==> config.mk <==
export PLATFORM = sky130hd
export DESIGN_NAME = ett_tx_path
export DESIGN_NICKNAME = d
export VERILOG_FILES = /design/src/design/ett_pkg.sv /design/src/design/ett_tx_path.sv
export SDC_FILE = /design/constraint.sdc
export NUM_CORES = 2
export LEC_CHECK = 0
export BUFFER_PORTS_ARGS = -buffer_cell sky130_fd_sc_hd__buf_2
export CELL_PAD_IN_SITES_DETAIL_PLACEMENT = 0
export CELL_PAD_IN_SITES_GLOBAL_PLACEMENT = 1
export CORE_UTILIZATION = 47
export CTS_CLUSTER_DIAMETER = 60
export DETAILED_ROUTE_END_ITERATION = 10
export GPL_ROUTABILITY_DRIVEN = 1
export HOLD_SLACK_MARGIN = 0.15
export MAX_ROUTING_LAYER = met4
export PLACE_DENSITY_LB_ADDON = 0.08
export SLEW_MARGIN = 30
export SYNTH_ARGS = -nofsm -noshare
export SYNTH_HDL_FRONTEND = slang
export SYNTH_SLANG_ARGS = --single-unit
==> constraint.sdc <==
create_clock -name sys_clk_i -period 36.5 [get_ports sys_clk_i]
set_clock_uncertainty 0.05 [all_clocks]
set_input_delay 0 -clock sys_clk_i [delete_from_list [all_inputs] [get_ports sys_clk_i]]
set_output_delay 0 -clock sys_clk_i [all_outputs]
set_load 0.005 [all_outputs]
==> src/design/ett_pkg.sv <==
// Constants shared by the E1/T1 transmit path: register map, fields, codes
package ett_pkg;
  // Register indices; byte offset is four times the index
  localparam logic [4:0] IDX_GLB    = 5'h00;
  localparam logic [4:0] IDX_TGT    = 5'h01;
  localparam logic [4:0] IDX_TPL    = 5'h02;
  localparam logic [4:0] IDX_OE     = 5'h03;
  localparam logic [4:0] IDX_RAIL   = 5'h04;
  localparam logic [4:0] IDX_CODE   = 5'h05;
  localparam logic [4:0] IDX_PWDN   = 5'h06;
  localparam logic [4:0] IDX_ONES   = 5'h07;
  localparam logic [4:0] IDX_AUTO   = 5'h08;
  localparam logic [4:0] IDX_JAEN   = 5'h09;
  localparam logic [4:0] IDX_JAPOS  = 5'h0a;
  localparam logic [4:0] IDX_JADEP  = 5'h0b;
  localparam logic [4:0] IDX_JATRIP = 5'h0c;
  localparam logic [4:0] IDX_SPDIS  = 5'h0d;
  localparam logic [4:0] IDX_HAUL   = 5'h0e;
  localparam logic [4:0] IDX_BERT   = 5'h0f;
  localparam logic [4:0] IDX_CKINV  = 5'h10;
  localparam logic [4:0] IDX_BPV    = 5'h11;
  localparam logic [4:0] IDX_FLTST  = 5'h12;
  localparam logic [4:0] IDX_FLTIE  = 5'h13;
  localparam logic [4:0] IDX_FLTIS  = 5'h14;
  localparam int         NREG       = 21;
  // Plain read/write registers (bit set per index)
  localparam logic [20:0] RW_MAP    = 21'h09effb;
  localparam logic [31:0] REG_RST   = 32'h0000_0000;
  localparam logic [4:0]  TMPL_RST  = 5'h00;
  // Field positions
  localparam int GLB_AMI_BIT   = 0;
  localparam int TPL_MATCH_OFF = 3;
  localparam int TPL_CHOICE    = 4;
  localparam int TGT_W         = 4;
  // Template codes
  localparam logic [2:0] TMPL_E1     = 3'h0;
  localparam logic [2:0] TMPL_RSV_A  = 3'h1;
  localparam logic [2:0] TMPL_RSV_B  = 3'h2;
  localparam logic [2:0] TMPL_LH_RSV = 3'h7;
  // Impedance selection codes
  localparam logic [1:0] IMP_75  = 2'h0;
  localparam logic [1:0] IMP_120 = 2'h1;
  localparam logic [1:0] IMP_100 = 2'h2;
  localparam logic [1:0] IMP_110 = 2'h3;
  // Zero run lengths that trigger substitution
  localparam logic [3:0] B8ZS_RUN = 4'h8;
  localparam logic [3:0] HDB3_RUN = 4'h4;
  // Jitter attenuator depths and trip margin
  localparam logic [7:0] JA_DEPTH_SHALLOW = 8'h20;
  localparam logic [7:0] JA_DEPTH_DEEP    = 8'h80;
  localparam logic [7:0] JA_TRIP_MARGIN   = 8'h04;
endpackage

==> src/design/ett_tx_path.sv <==
// Transmit digital path for NCH E1/T1 channels with APB control registers
// Notes on behaviour
// - Rail data is taken on the falling edge of the transmit clock, or on the rising edge when the invert bit is set.
// - Dual-rail mode passes both rails to the line unchanged, uncoded.
// - Single-rail uses positive rail only, coded AMI or B8ZS/HDB3.
// - Rail mode is chosen per channel.
// - A mapped BERT replaces system data in either rail mode.
// - Short-haul codes: 000 E1, 001/010 reserved, 011-111 DSX-1 lengths.
// - Long-haul codes: 000 E1, 001/010 reserved, 011-110 CSU levels.
// - Haul select per channel picks short or long template set.
// - Match can be disabled; choice bit picks 75/120 or 100/110 ohms.
// - Template register writes go to the channel the select register names.
// - BPV insertion per channel, only in single-rail mode.
// - Per-channel line code bit or the global AMI bit selects AMI coding.
// - All-ones forced by enable, or automatic on receiver loss of signal.
// - Jitter attenuator enable, path position and depth per channel.
// - Trip flag set when attenuator FIFO within 4 bits of limit.
// - Per-channel output enable and transmitter power-down.
// - Driver fault status with interrupt status and enable per channel.
// - Per-channel bit disables short-circuit protection.
// - Substitution on by default; E1 uses HDB3, T1 uses B8ZS.
// - All-ones sends continuous marks on master clock, ignoring rails.
`timescale 1ns/1ps
module ett_tx_path #(
  parameter int NCH    = 16,
  parameter int FILL_W = 8
) (
  // Clock and reset
  input  wire logic                  sys_clk_i,
  input  wire logic                  sys_rst_i,
  // APB slave
  input  wire logic                  psel_i,
  input  wire logic                  penable_i,
  input  wire logic                  pwrite_i,
  input  wire logic [7:0]            paddr_i,
  input  wire logic [31:0]           pwdata_i,
  output logic      [31:0]           prdata_o,
  output logic                       pready_o,
  output logic                       pslverr_o,
  // System transmit side and master clock
  input  wire logic [NCH-1:0]        tx_system_clock_i,
  input  wire logic [NCH-1:0]        tx_positive_rail_in_i,
  input  wire logic [NCH-1:0]        tx_negative_rail_in_i,
  input  wire logic                  master_clock_i,
  input  wire logic                  bert_data_i,
  // Receiver, driver monitor and attenuator status
  input  wire logic [NCH-1:0]        rx_loss_of_signal_i,
  input  wire logic [NCH-1:0]        driver_fault_raw_i,
  input  wire logic [NCH*FILL_W-1:0] ja_fill_i,
  // Line side
  output logic      [NCH-1:0]        line_out_a_o,
  output logic      [NCH-1:0]        line_out_b_o,
  output logic      [NCH-1:0]        line_oe_o,
  // Analog front-end controls
  output logic      [NCH*4-1:0]      template_sel_o,
  output logic      [NCH-1:0]        template_reserved_o,
  output logic      [NCH-1:0]        tx_match_en_o,
  output logic      [NCH*2-1:0]      impedance_sel_o,
  output logic      [NCH-1:0]        ja_enable_o,
  output logic      [NCH-1:0]        ja_in_tx_path_o,
  output logic      [NCH-1:0]        ja_deep_o,
  output logic      [NCH-1:0]        short_limit_en_o,
  output logic                       driver_fault_alert_o
);

  localparam int SW = 5 * NCH + 1;
  localparam logic [31:0] CH_MASK = (NCH >= 32) ? 32'hffff_ffff : ((32'h1 << NCH) - 32'h1);

  // Register state
  logic [31:0]    cfg_q  [ett_pkg::NREG];
  logic [31:0]    cfg_d  [ett_pkg::NREG];
  logic [4:0]     tmpl_q [NCH];
  logic [4:0]     tmpl_d [NCH];
  logic [NCH-1:0] trip_q, trip_d, dfis_q, dfis_d, arm_q, arm_d, dfp_q, dfp_d;
  logic [31:0]    rdata_q, rdata_d, rd_val;
  logic           err_q, err_d;
  // Synchroniser state
  logic [SW-1:0]  s1_q, s2_q, s3_q, filt_q, prv_q, filt_d;
  // Cross-block signals
  logic [NCH-1:0] bpv_used, trip_set, ones_on;
  logic [4:0]     idx;
  logic           addr_ok, setup, wr;
  logic [NCH-1:0] clk_f, pos_f, neg_f, los_f, flt_f, clk_e;
  logic           mclk_evt;

  // Slices of the filtered pin vector
  assign clk_f    = filt_q[NCH-1:0];
  assign pos_f    = filt_q[2*NCH-1:NCH];
  assign neg_f    = filt_q[3*NCH-1:2*NCH];
  assign los_f    = filt_q[4*NCH-1:3*NCH];
  assign flt_f    = filt_q[5*NCH-1:4*NCH];
  assign clk_e    = filt_q[NCH-1:0] ^ prv_q[NCH-1:0];
  assign mclk_evt = filt_q[SW-1] & ~prv_q[SW-1];

  // Pin filter: new level accepted only when stages two and three agree
  always_comb begin
    filt_d = (~(s2_q ^ s3_q) & s3_q) | ((s2_q ^ s3_q) & filt_q);
  end

  // Three-stage sampling of clocks, rails, loss of signal and fault inputs
  always_ff @(posedge sys_clk_i or posedge sys_rst_i) begin
    if (sys_rst_i) begin
      s1_q   <= '0;
      s2_q   <= '0;
      s3_q   <= '0;
      filt_q <= '0;
      prv_q  <= '0;
    end else begin
      s1_q   <= {master_clock_i, driver_fault_raw_i, rx_loss_of_signal_i,
                 tx_negative_rail_in_i, tx_positive_rail_in_i, tx_system_clock_i};
      s2_q   <= s1_q;
      s3_q   <= s2_q;
      filt_q <= filt_d;
      prv_q  <= filt_q;
    end
  end

  // APB decode; zero wait states, data registered during setup
  assign idx      = paddr_i[6:2];
  assign addr_ok  = ~paddr_i[7] && (32'(idx) < 32'(ett_pkg::NREG));
  assign setup    = psel_i & ~penable_i;
  assign wr       = psel_i & penable_i & pwrite_i & addr_ok;
  assign pready_o = 1'b1;
  assign prdata_o = rdata_q;
  assign pslverr_o = err_q & psel_i & penable_i;

  // Read mux; state registers show live block status
  always_comb begin
    case (idx)
      ett_pkg::IDX_TPL:    rd_val = {27'h0, tmpl_q[cfg_q[ett_pkg::IDX_TGT][ett_pkg::TGT_W-1:0]]};
      ett_pkg::IDX_JATRIP: rd_val = 32'(trip_q);
      ett_pkg::IDX_BPV:    rd_val = 32'(arm_q);
      ett_pkg::IDX_FLTST:  rd_val = 32'(flt_f);
      ett_pkg::IDX_FLTIS:  rd_val = 32'(dfis_q);
      default:             rd_val = addr_ok ? cfg_q[idx] : 32'h0;
    endcase
  end

  // Jitter attenuator trip compare per channel
  always_comb begin
    for (int c = 0; c < NCH; c++) begin
      trip_set[c] = (8'(ja_fill_i[c*FILL_W +: FILL_W]) >=
                     ((cfg_q[ett_pkg::IDX_JADEP][c] ? ett_pkg::JA_DEPTH_DEEP : ett_pkg::JA_DEPTH_SHALLOW)
                      - ett_pkg::JA_TRIP_MARGIN));
    end
  end

  // Next register values; hardware set beats software clear
  always_comb begin
    logic [NCH-1:0] wmask;
    wmask   = pwdata_i[NCH-1:0];
    cfg_d   = cfg_q;
    tmpl_d  = tmpl_q;
    rdata_d = rdata_q;
    err_d   = err_q;
    if (setup) begin
      rdata_d = rd_val;
      err_d   = ~addr_ok;
    end
    for (int r = 0; r < ett_pkg::NREG; r++) begin
      if (wr && idx == 5'(r) && ett_pkg::RW_MAP[r]) begin
        cfg_d[r] = pwdata_i & CH_MASK;
      end
    end
    // template write lands on selected transmitter
    if (wr && idx == ett_pkg::IDX_TPL) begin
      tmpl_d[cfg_q[ett_pkg::IDX_TGT][ett_pkg::TGT_W-1:0]] = pwdata_i[4:0];
    end
    // sticky trip, write one to clear
    trip_d = (trip_q & ~((wr && idx == ett_pkg::IDX_JATRIP) ? wmask : '0)) | trip_set;
    dfp_d  = flt_f;
    dfis_d = (dfis_q & ~((wr && idx == ett_pkg::IDX_FLTIS) ? wmask : '0)) | (flt_f ^ dfp_q);
    // pending violation until the channel uses it
    arm_d  = (arm_q & ~bpv_used) | ((wr && idx == ett_pkg::IDX_BPV) ? wmask : '0);
  end

  // Register file flops
  always_ff @(posedge sys_clk_i or posedge sys_rst_i) begin
    if (sys_rst_i) begin
      for (int r = 0; r < ett_pkg::NREG; r++) cfg_q[r] <= ett_pkg::REG_RST;
      for (int c = 0; c < NCH; c++) tmpl_q[c] <= ett_pkg::TMPL_RST;
      trip_q  <= '0;
      dfis_q  <= '0;
      dfp_q   <= '0;
      arm_q   <= '0;
      rdata_q <= '0;
      err_q   <= 1'b0;
    end else begin
      cfg_q   <= cfg_d;
      tmpl_q  <= tmpl_d;
      trip_q  <= trip_d;
      dfis_q  <= dfis_d;
      dfp_q   <= dfp_d;
      arm_q   <= arm_d;
      rdata_q <= rdata_d;
      err_q   <= err_d;
    end
  end

  // enabled fault status raises the alert
  assign driver_fault_alert_o = |(dfis_q & cfg_q[ett_pkg::IDX_FLTIE][NCH-1:0]);
  assign ones_on = cfg_q[ett_pkg::IDX_ONES][NCH-1:0] | (cfg_q[ett_pkg::IDX_AUTO][NCH-1:0] & los_f);
  assign ja_enable_o     = cfg_q[ett_pkg::IDX_JAEN][NCH-1:0];
  assign ja_in_tx_path_o = cfg_q[ett_pkg::IDX_JAPOS][NCH-1:0];
  assign ja_deep_o       = cfg_q[ett_pkg::IDX_JADEP][NCH-1:0];
  // current limit only on a fault and if not disabled
  assign short_limit_en_o = flt_f & ~cfg_q[ett_pkg::IDX_SPDIS][NCH-1:0];
  // driver on only when enabled and not powered down
  assign line_oe_o = cfg_q[ett_pkg::IDX_OE][NCH-1:0] & ~cfg_q[ett_pkg::IDX_PWDN][NCH-1:0];

  for (genvar g = 0; g < NCH; g++) begin : g_ch
    logic [15:0] pipe_q, pipe_d;
    logic [3:0]  zc_q, zc_d;
    logic        last_q, last_d, odd_q, odd_d;
    logic        a_q, a_d, b_q, b_d, used;
    logic        bit_evt, single, ami, e1, haul, din;
    logic [2:0]  code;

    assign code = tmpl_q[g][2:0];
    assign haul = cfg_q[ett_pkg::IDX_HAUL][g];
    assign e1   = (code == ett_pkg::TMPL_E1);
    assign template_sel_o[g*4 +: 4] = {haul, code};
    assign template_reserved_o[g]   = (code == ett_pkg::TMPL_RSV_A) || (code == ett_pkg::TMPL_RSV_B) ||
                                      (haul && code == ett_pkg::TMPL_LH_RSV);
    assign tx_match_en_o[g] = ~tmpl_q[g][ett_pkg::TPL_MATCH_OFF];
    assign impedance_sel_o[g*2 +: 2] = e1 ? (tmpl_q[g][ett_pkg::TPL_CHOICE] ? ett_pkg::IMP_120 : ett_pkg::IMP_75)
                                          : (tmpl_q[g][ett_pkg::TPL_CHOICE] ? ett_pkg::IMP_110 : ett_pkg::IMP_100);
    // invert bit moves sampling to rising edge
    assign bit_evt = clk_e[g] & (clk_f[g] == cfg_q[ett_pkg::IDX_CKINV][g]);
    assign single  = cfg_q[ett_pkg::IDX_RAIL][g];
    assign ami     = cfg_q[ett_pkg::IDX_GLB][ett_pkg::GLB_AMI_BIT] | cfg_q[ett_pkg::IDX_CODE][g];
    // tester data replaces the system rail
    assign din     = cfg_q[ett_pkg::IDX_BERT][g] ? bert_data_i : pos_f[g];
    assign bpv_used[g]     = used;
    assign line_out_a_o[g] = a_q;
    assign line_out_b_o[g] = b_q;

    // Encoder: eight-symbol pipeline so a zero run can be rewritten
    always_comb begin
      logic pol;
      pol    = last_q;
      pipe_d = pipe_q;
      zc_d   = zc_q;
      last_d = last_q;
      odd_d  = odd_q;
      a_d    = a_q;
      b_d    = b_q;
      used   = 1'b0;
      if (ones_on[g]) begin
        // alternating marks on master clock, rails ignored
        if (mclk_evt) begin
          // Polarity follows the line itself, so entry from a mark never repeats it; entry from a space starts positive
          a_d = ~a_q;
          b_d = a_q;
        end
      end else if (bit_evt) begin
        if (!single) begin
          a_d = cfg_q[ett_pkg::IDX_BERT][g] ? bert_data_i : pos_f[g];
          b_d = cfg_q[ett_pkg::IDX_BERT][g] ? 1'b0 : neg_f[g];
        end else begin
          a_d = pipe_q[15] & ~pipe_q[14];
          b_d = pipe_q[15] & pipe_q[14];
          if (din) begin
            if (arm_q[g]) begin
              used = 1'b1;
            end else begin
              pol = ~last_q;
            end
            last_d = pol;
            odd_d  = ~odd_q;
            zc_d   = 4'h0;
            pipe_d = {pipe_q[13:0], 1'b1, pol};
          end else begin
            zc_d   = zc_q + 4'h1;
            pipe_d = {pipe_q[13:0], 2'b00};
          end
          // substitution unless AMI; B8ZS for T1
          if (!ami && !e1 && zc_d == ett_pkg::B8ZS_RUN) begin
            pipe_d[9:8] = {1'b1, last_q};
            pipe_d[7:6] = {1'b1, ~last_q};
            pipe_d[3:2] = {1'b1, ~last_q};
            pipe_d[1:0] = {1'b1, last_q};
            zc_d        = 4'h0;
          // HDB3 for E1, B00V keeps V polarity alternating
          end else if (!ami && e1 && zc_d == ett_pkg::HDB3_RUN) begin
            if (odd_q) begin
              pipe_d[1:0] = {1'b1, last_q};
            end else begin
              pipe_d[7:6] = {1'b1, ~last_q};
              pipe_d[1:0] = {1'b1, ~last_q};
              last_d      = ~last_q;
            end
            odd_d = 1'b0;
            zc_d  = 4'h0;
          end
        end
      end
    end

    // Encoder flops
    always_ff @(posedge sys_clk_i or posedge sys_rst_i) begin
      if (sys_rst_i) begin
        pipe_q <= '0;
        zc_q   <= '0;
        last_q <= 1'b1;
        odd_q  <= 1'b0;
        a_q    <= 1'b0;
        b_q    <= 1'b0;
      end else begin
        pipe_q <= pipe_d;
        zc_q   <= zc_d;
        last_q <= last_d;
        odd_q  <= odd_d;
        a_q    <= a_d;
        b_q    <= b_d;
      end
    end

    // Line checks per channel
    dual_pass_a : assert property (@(posedge sys_clk_i) disable iff (sys_rst_i)
      bit_evt && !single && !ones_on[g] && !cfg_q[ett_pkg::IDX_BERT][g] |=> a_q == $past(pos_f[g]) && b_q == $past(neg_f[g]))
      else $error("dual rail data not passed");
    single_rail_a : assert property (@(posedge sys_clk_i) disable iff (sys_rst_i)
      single && !ones_on[g] |=> !(a_q && b_q))
      else $error("both line outputs marked");
    ones_mark_a : assert property (@(posedge sys_clk_i) disable iff (sys_rst_i)
      ones_on[g] && mclk_evt |=> (a_q ^ b_q) && (a_q != $past(a_q)))
      else $error("all ones mark missing");
    bpv_single_a : assert property (@(posedge sys_clk_i) disable iff (sys_rst_i)
      used |-> single && bit_evt && !ones_on[g])
      else $error("violation used outside single rail");
    sample_edge_a : assert property (@(posedge sys_clk_i) disable iff (sys_rst_i)
      bit_evt |-> $past(clk_f[g]) != cfg_q[ett_pkg::IDX_CKINV][g])
      else $error("data sampled on wrong clock edge");
    zero_run_a : assert property (@(posedge sys_clk_i) disable iff (sys_rst_i)
      !ami && single |-> zc_q < ett_pkg::B8ZS_RUN)
      else $error("zero run not substituted");
  end

  // Register-side checks
  fault_latch_a : assert property (@(posedge sys_clk_i) disable iff (sys_rst_i)
    $rose(flt_f[0]) |=> dfis_q[0])
    else $error("fault change not latched");
  trip_flag_a : assert property (@(posedge sys_clk_i) disable iff (sys_rst_i)
    trip_set[0] |=> trip_q[0] [*2])
    else $error("trip flag not held");
  power_down_a : assert property (@(posedge sys_clk_i) disable iff (sys_rst_i)
    cfg_q[ett_pkg::IDX_PWDN][0] |-> !line_oe_o[0])
    else $error("powered down channel driving");
  auto_ones_a : assert property (@(posedge sys_clk_i) disable iff (sys_rst_i)
    cfg_q[ett_pkg::IDX_AUTO][0] && los_f[0] && mclk_evt |=> line_out_a_o[0] ^ line_out_b_o[0])
    else $error("auto all ones not sent");

endmodule // ett_tx_path

==> results.md <==
- Final Wtd Congestion: 0.854
- Via density: 5.55
- TritonRoute pass-1 iters: 6
- Routed wire length: 148 mm
- Worst-Skew Late Latency: 0.74 ns
- Starting Density: 47.4%
- Setup TNS: 0 ns
- Yosys top cell by area: dfrtp_1
- Pre-CTS WS: 32.86 ns
- Number of synthesized flops with an enable pin: 0
- Commonest non-fill, non-tap cell in the layout: dfrtp_1
- Path type of the worst setup path: input pin to register
- Final setup vio count: 0
- Core ar.: 105000 um^2
- Worst r2r dst: g_ch[8].pipe_q[0]
- Slew margin rel.: 28.1%
- Synthesized area: 49900 um^2
- Drt wl/cell: 23.5 um
- Mapped Avg Cell Area: 11.6 um^2
- Placed cells: 5820
- Syn. warnings: 0
- Status: finished clean
- Via Count: 35100
- Unique cell type count in the Yosys netlist: 76
- P per Cell Area: 54.9 nW/um^2
- PortBufs: 462
- ANT nets after route: 0
- Die area: 108000 um^2
- Max stage delay on crit path: 0.77 ns
- Area delta synth->final: 19.1%
- Yosys reg bits: 1142
- Share of cells above drive strength 1: 24.8%
- Fin. max-slew vios: 0
- Hold Path Stages: 4
- Synth top area share: 56.4%
- CP max FO: 50
- Sequential area share after synthesis: 57.3%
- Antenna violations before repair: 5
- CP Capture Type: register
- Vias in the first global route: 35200
- RSZ-0062 raised after global routing: false
- Clk slew on worst S/H paths: 0.06 ns
- WHS Endpoint: arm_q[14]
- Worst slew pin tran: 1.08 ns
- R2r startpoint: cfg_q[136]
- Setup Fix Bufs, Post-CTS: 0
- # Max-Cap Violations: 0
- Hold Startpoint: pwdata_i[14]
- CP dominant cell by count: dlygate4sd3_1
- Cells taking the most area after synthesis: dfrtp_1 56%, mux2_2 8.8%, nand2_1 4.7%
- Cell row count: 119
- Num ports: 530
- Gr usage total: 28.8%
- # DRC: 0
- FF+latch area: 28600 um^2
- Initial DRC count: 2636
- Type of the tightest min-delay check: input pin to register
- Arrival @ worst endpoint: 4.57 ns
- Fmax: 249 MHz
- Pin count of the biggest net entering global routing: 174
- VDD IR max: 0.0346 mV
- Max clock buf depth: 3
- HPWL after DPL: 98.1 mm
- Async SR Flop Fraction: 100%
- # clock sinks: 1142
- Hold_ws: 0.192 ns
- Multi-input gate area: 18900 um^2
- Critical path's top delay family: buffers and inverters
- Final core occ: 56.5%
- Die span in x: 328 um
- Slack of the critical path: 32.49 ns
- Critical Path RT: 37.05 ns
- Num CTS Buffers: 132
- Leak pwr: 0.0276 uW
- Hold Vio Cnt, Final: 0
- Congestion Overflow GR: 0
- CTS tree: yes
- CP cell instances: dlygate4sd3_1 > buf_2 > buf_4 > nand2_1 > nor3_2 > buf_4 > a21boi_0 > a2111o_1 > dlygate4sd3_1 > dlygate4sd3_1
- Htree depth: 4
- R2R cell count: 6
- Finished Layout Cells: 6327
- Layout Nets: 5135
- Clock Tree Root: clkbuf_16
- Most frequent cells in the layout: 1124 x dfrtp_1, 618 x nand2_1, 460 x buf_2
- Crit path buf inv count: 6
- Min cycle time layout: 4.01 ns
- Flop-to-flop setup slack: 33.23 ns
- Fin crit share: 11.0%
- Die height: 328 um
- Crit path max-delay cell type: nor3_2
- Synth Instances: 4302
- Startpoint Class: input pin
- Most used DFF post-synth: dfrtp_1
- Global-route wire length before repair: 224 mm
- Fill cell count: 9046
==> what timing repair did <==
| item | 4_1_cts | 5_1_grt |
|---|---|---|
| hold buffers | 267 | 0 |
| endpoints found under the setup margin | 0 | 0 |
| hold endpoints to repair | 611 | 0 |
| resized for setup | 0 | 0 |
==> where the power goes <==
group          internal (uW)  switching [uW]  total [uW]
sequential              1410             110        1520
clock                    803             521        1320
combinational            189             228         417
==> routing by layer <==
layer  share of wire [%]  global-route usage [%]  routed length, um  vias up
met4                 2.4                    8.28               3590        0
met2                  48                    45.4              71300      889
met5                   0                       -                  0        -
met3                 5.4                    4.92               8020      223
li1                    -                       -                  -    16100
met1                  44                    38.4              65600    17900
==> registers in the layout, indices dropped and copies added (netlist names), 64 cells and up <==
register / cells
g_ch.pipe_q: 256
cfg_q: 192
filt_q: 81
s1_q: 81
s2_q: 81
s3_q: 81
g_ch.zc_q: 64
template_sel_o: 64
==> metrics by stage <==
step / instance area, um^2 / power (uW)
2_1_floorplan: 50000 / 1820
6_report: 59500 / 3260
3_5_place_dp: 52400 / 1940
3_3_place_gp: 52300 / 1930
5_1_grt: 59500 / 3420
4_1_cts: 59400 / 3290
==> worst min-delay path, delay by kind of cell <==
family | cells | cell delay [ns]
buffers and inverters | 2 | 0.78
AND/OR/NAND/NOR | 2 | 0.15
==> cells by family after synthesis <==
group	after synthesis	share of synthesized area, %
simple gates	1241	11.4
flops	1142	57.3
compound gates	719	9.84
mux	509	12.3
buf+inv	493	5.17
fa+ha+maj	129	2.83
xor+xnor	67	1.18
other cells	2	0.0150
==> worst max-delay path by stage <==
stage                      end  cells after the start       start
floorplan             arm_q[0]                      1   sys_rst_i
global placement    tmpl_q[14]                      7  paddr_i[3]
detailed placement   tmpl_q[8]                      7  paddr_i[3]
CTS                  trip_q[2]                     10  paddr_i[5]
global route         trip_q[3]                     10  paddr_i[5]
finish               trip_q[2]                     10  paddr_i[5]
==> cells in the mapped netlist, types with 33 or more instances <==
master and number:
o21ai_0 185, nor2b_1 53, inv_1 99, dfrtp_1 1126
mux2_2 389, maj3_1 81, buf_4 187, nand3_1 56
a221oi_1 33, xor2_1 34, mux2i_1 72, a31oi_1 40
xnor2_1 33, a22oi_1 43, clkbuf_1 182, mux4_2 43
nor2_1 238, a21oi_1 115, nor3_1 75, nand2_1 630
ha_1 48
==> layout make-up <==
class	count	area share [%]
diodes	3	0.0126
clock buffers	207	6.82
clock inverters	28	0.528
inverters	99	0.637
multi-input cells	2682	31.8
flip-flops and latches	1142	48.1
well taps	1391	2.93
repair buffers	775	9.15
No activity file was read; power rests on OpenSTA's default activity.
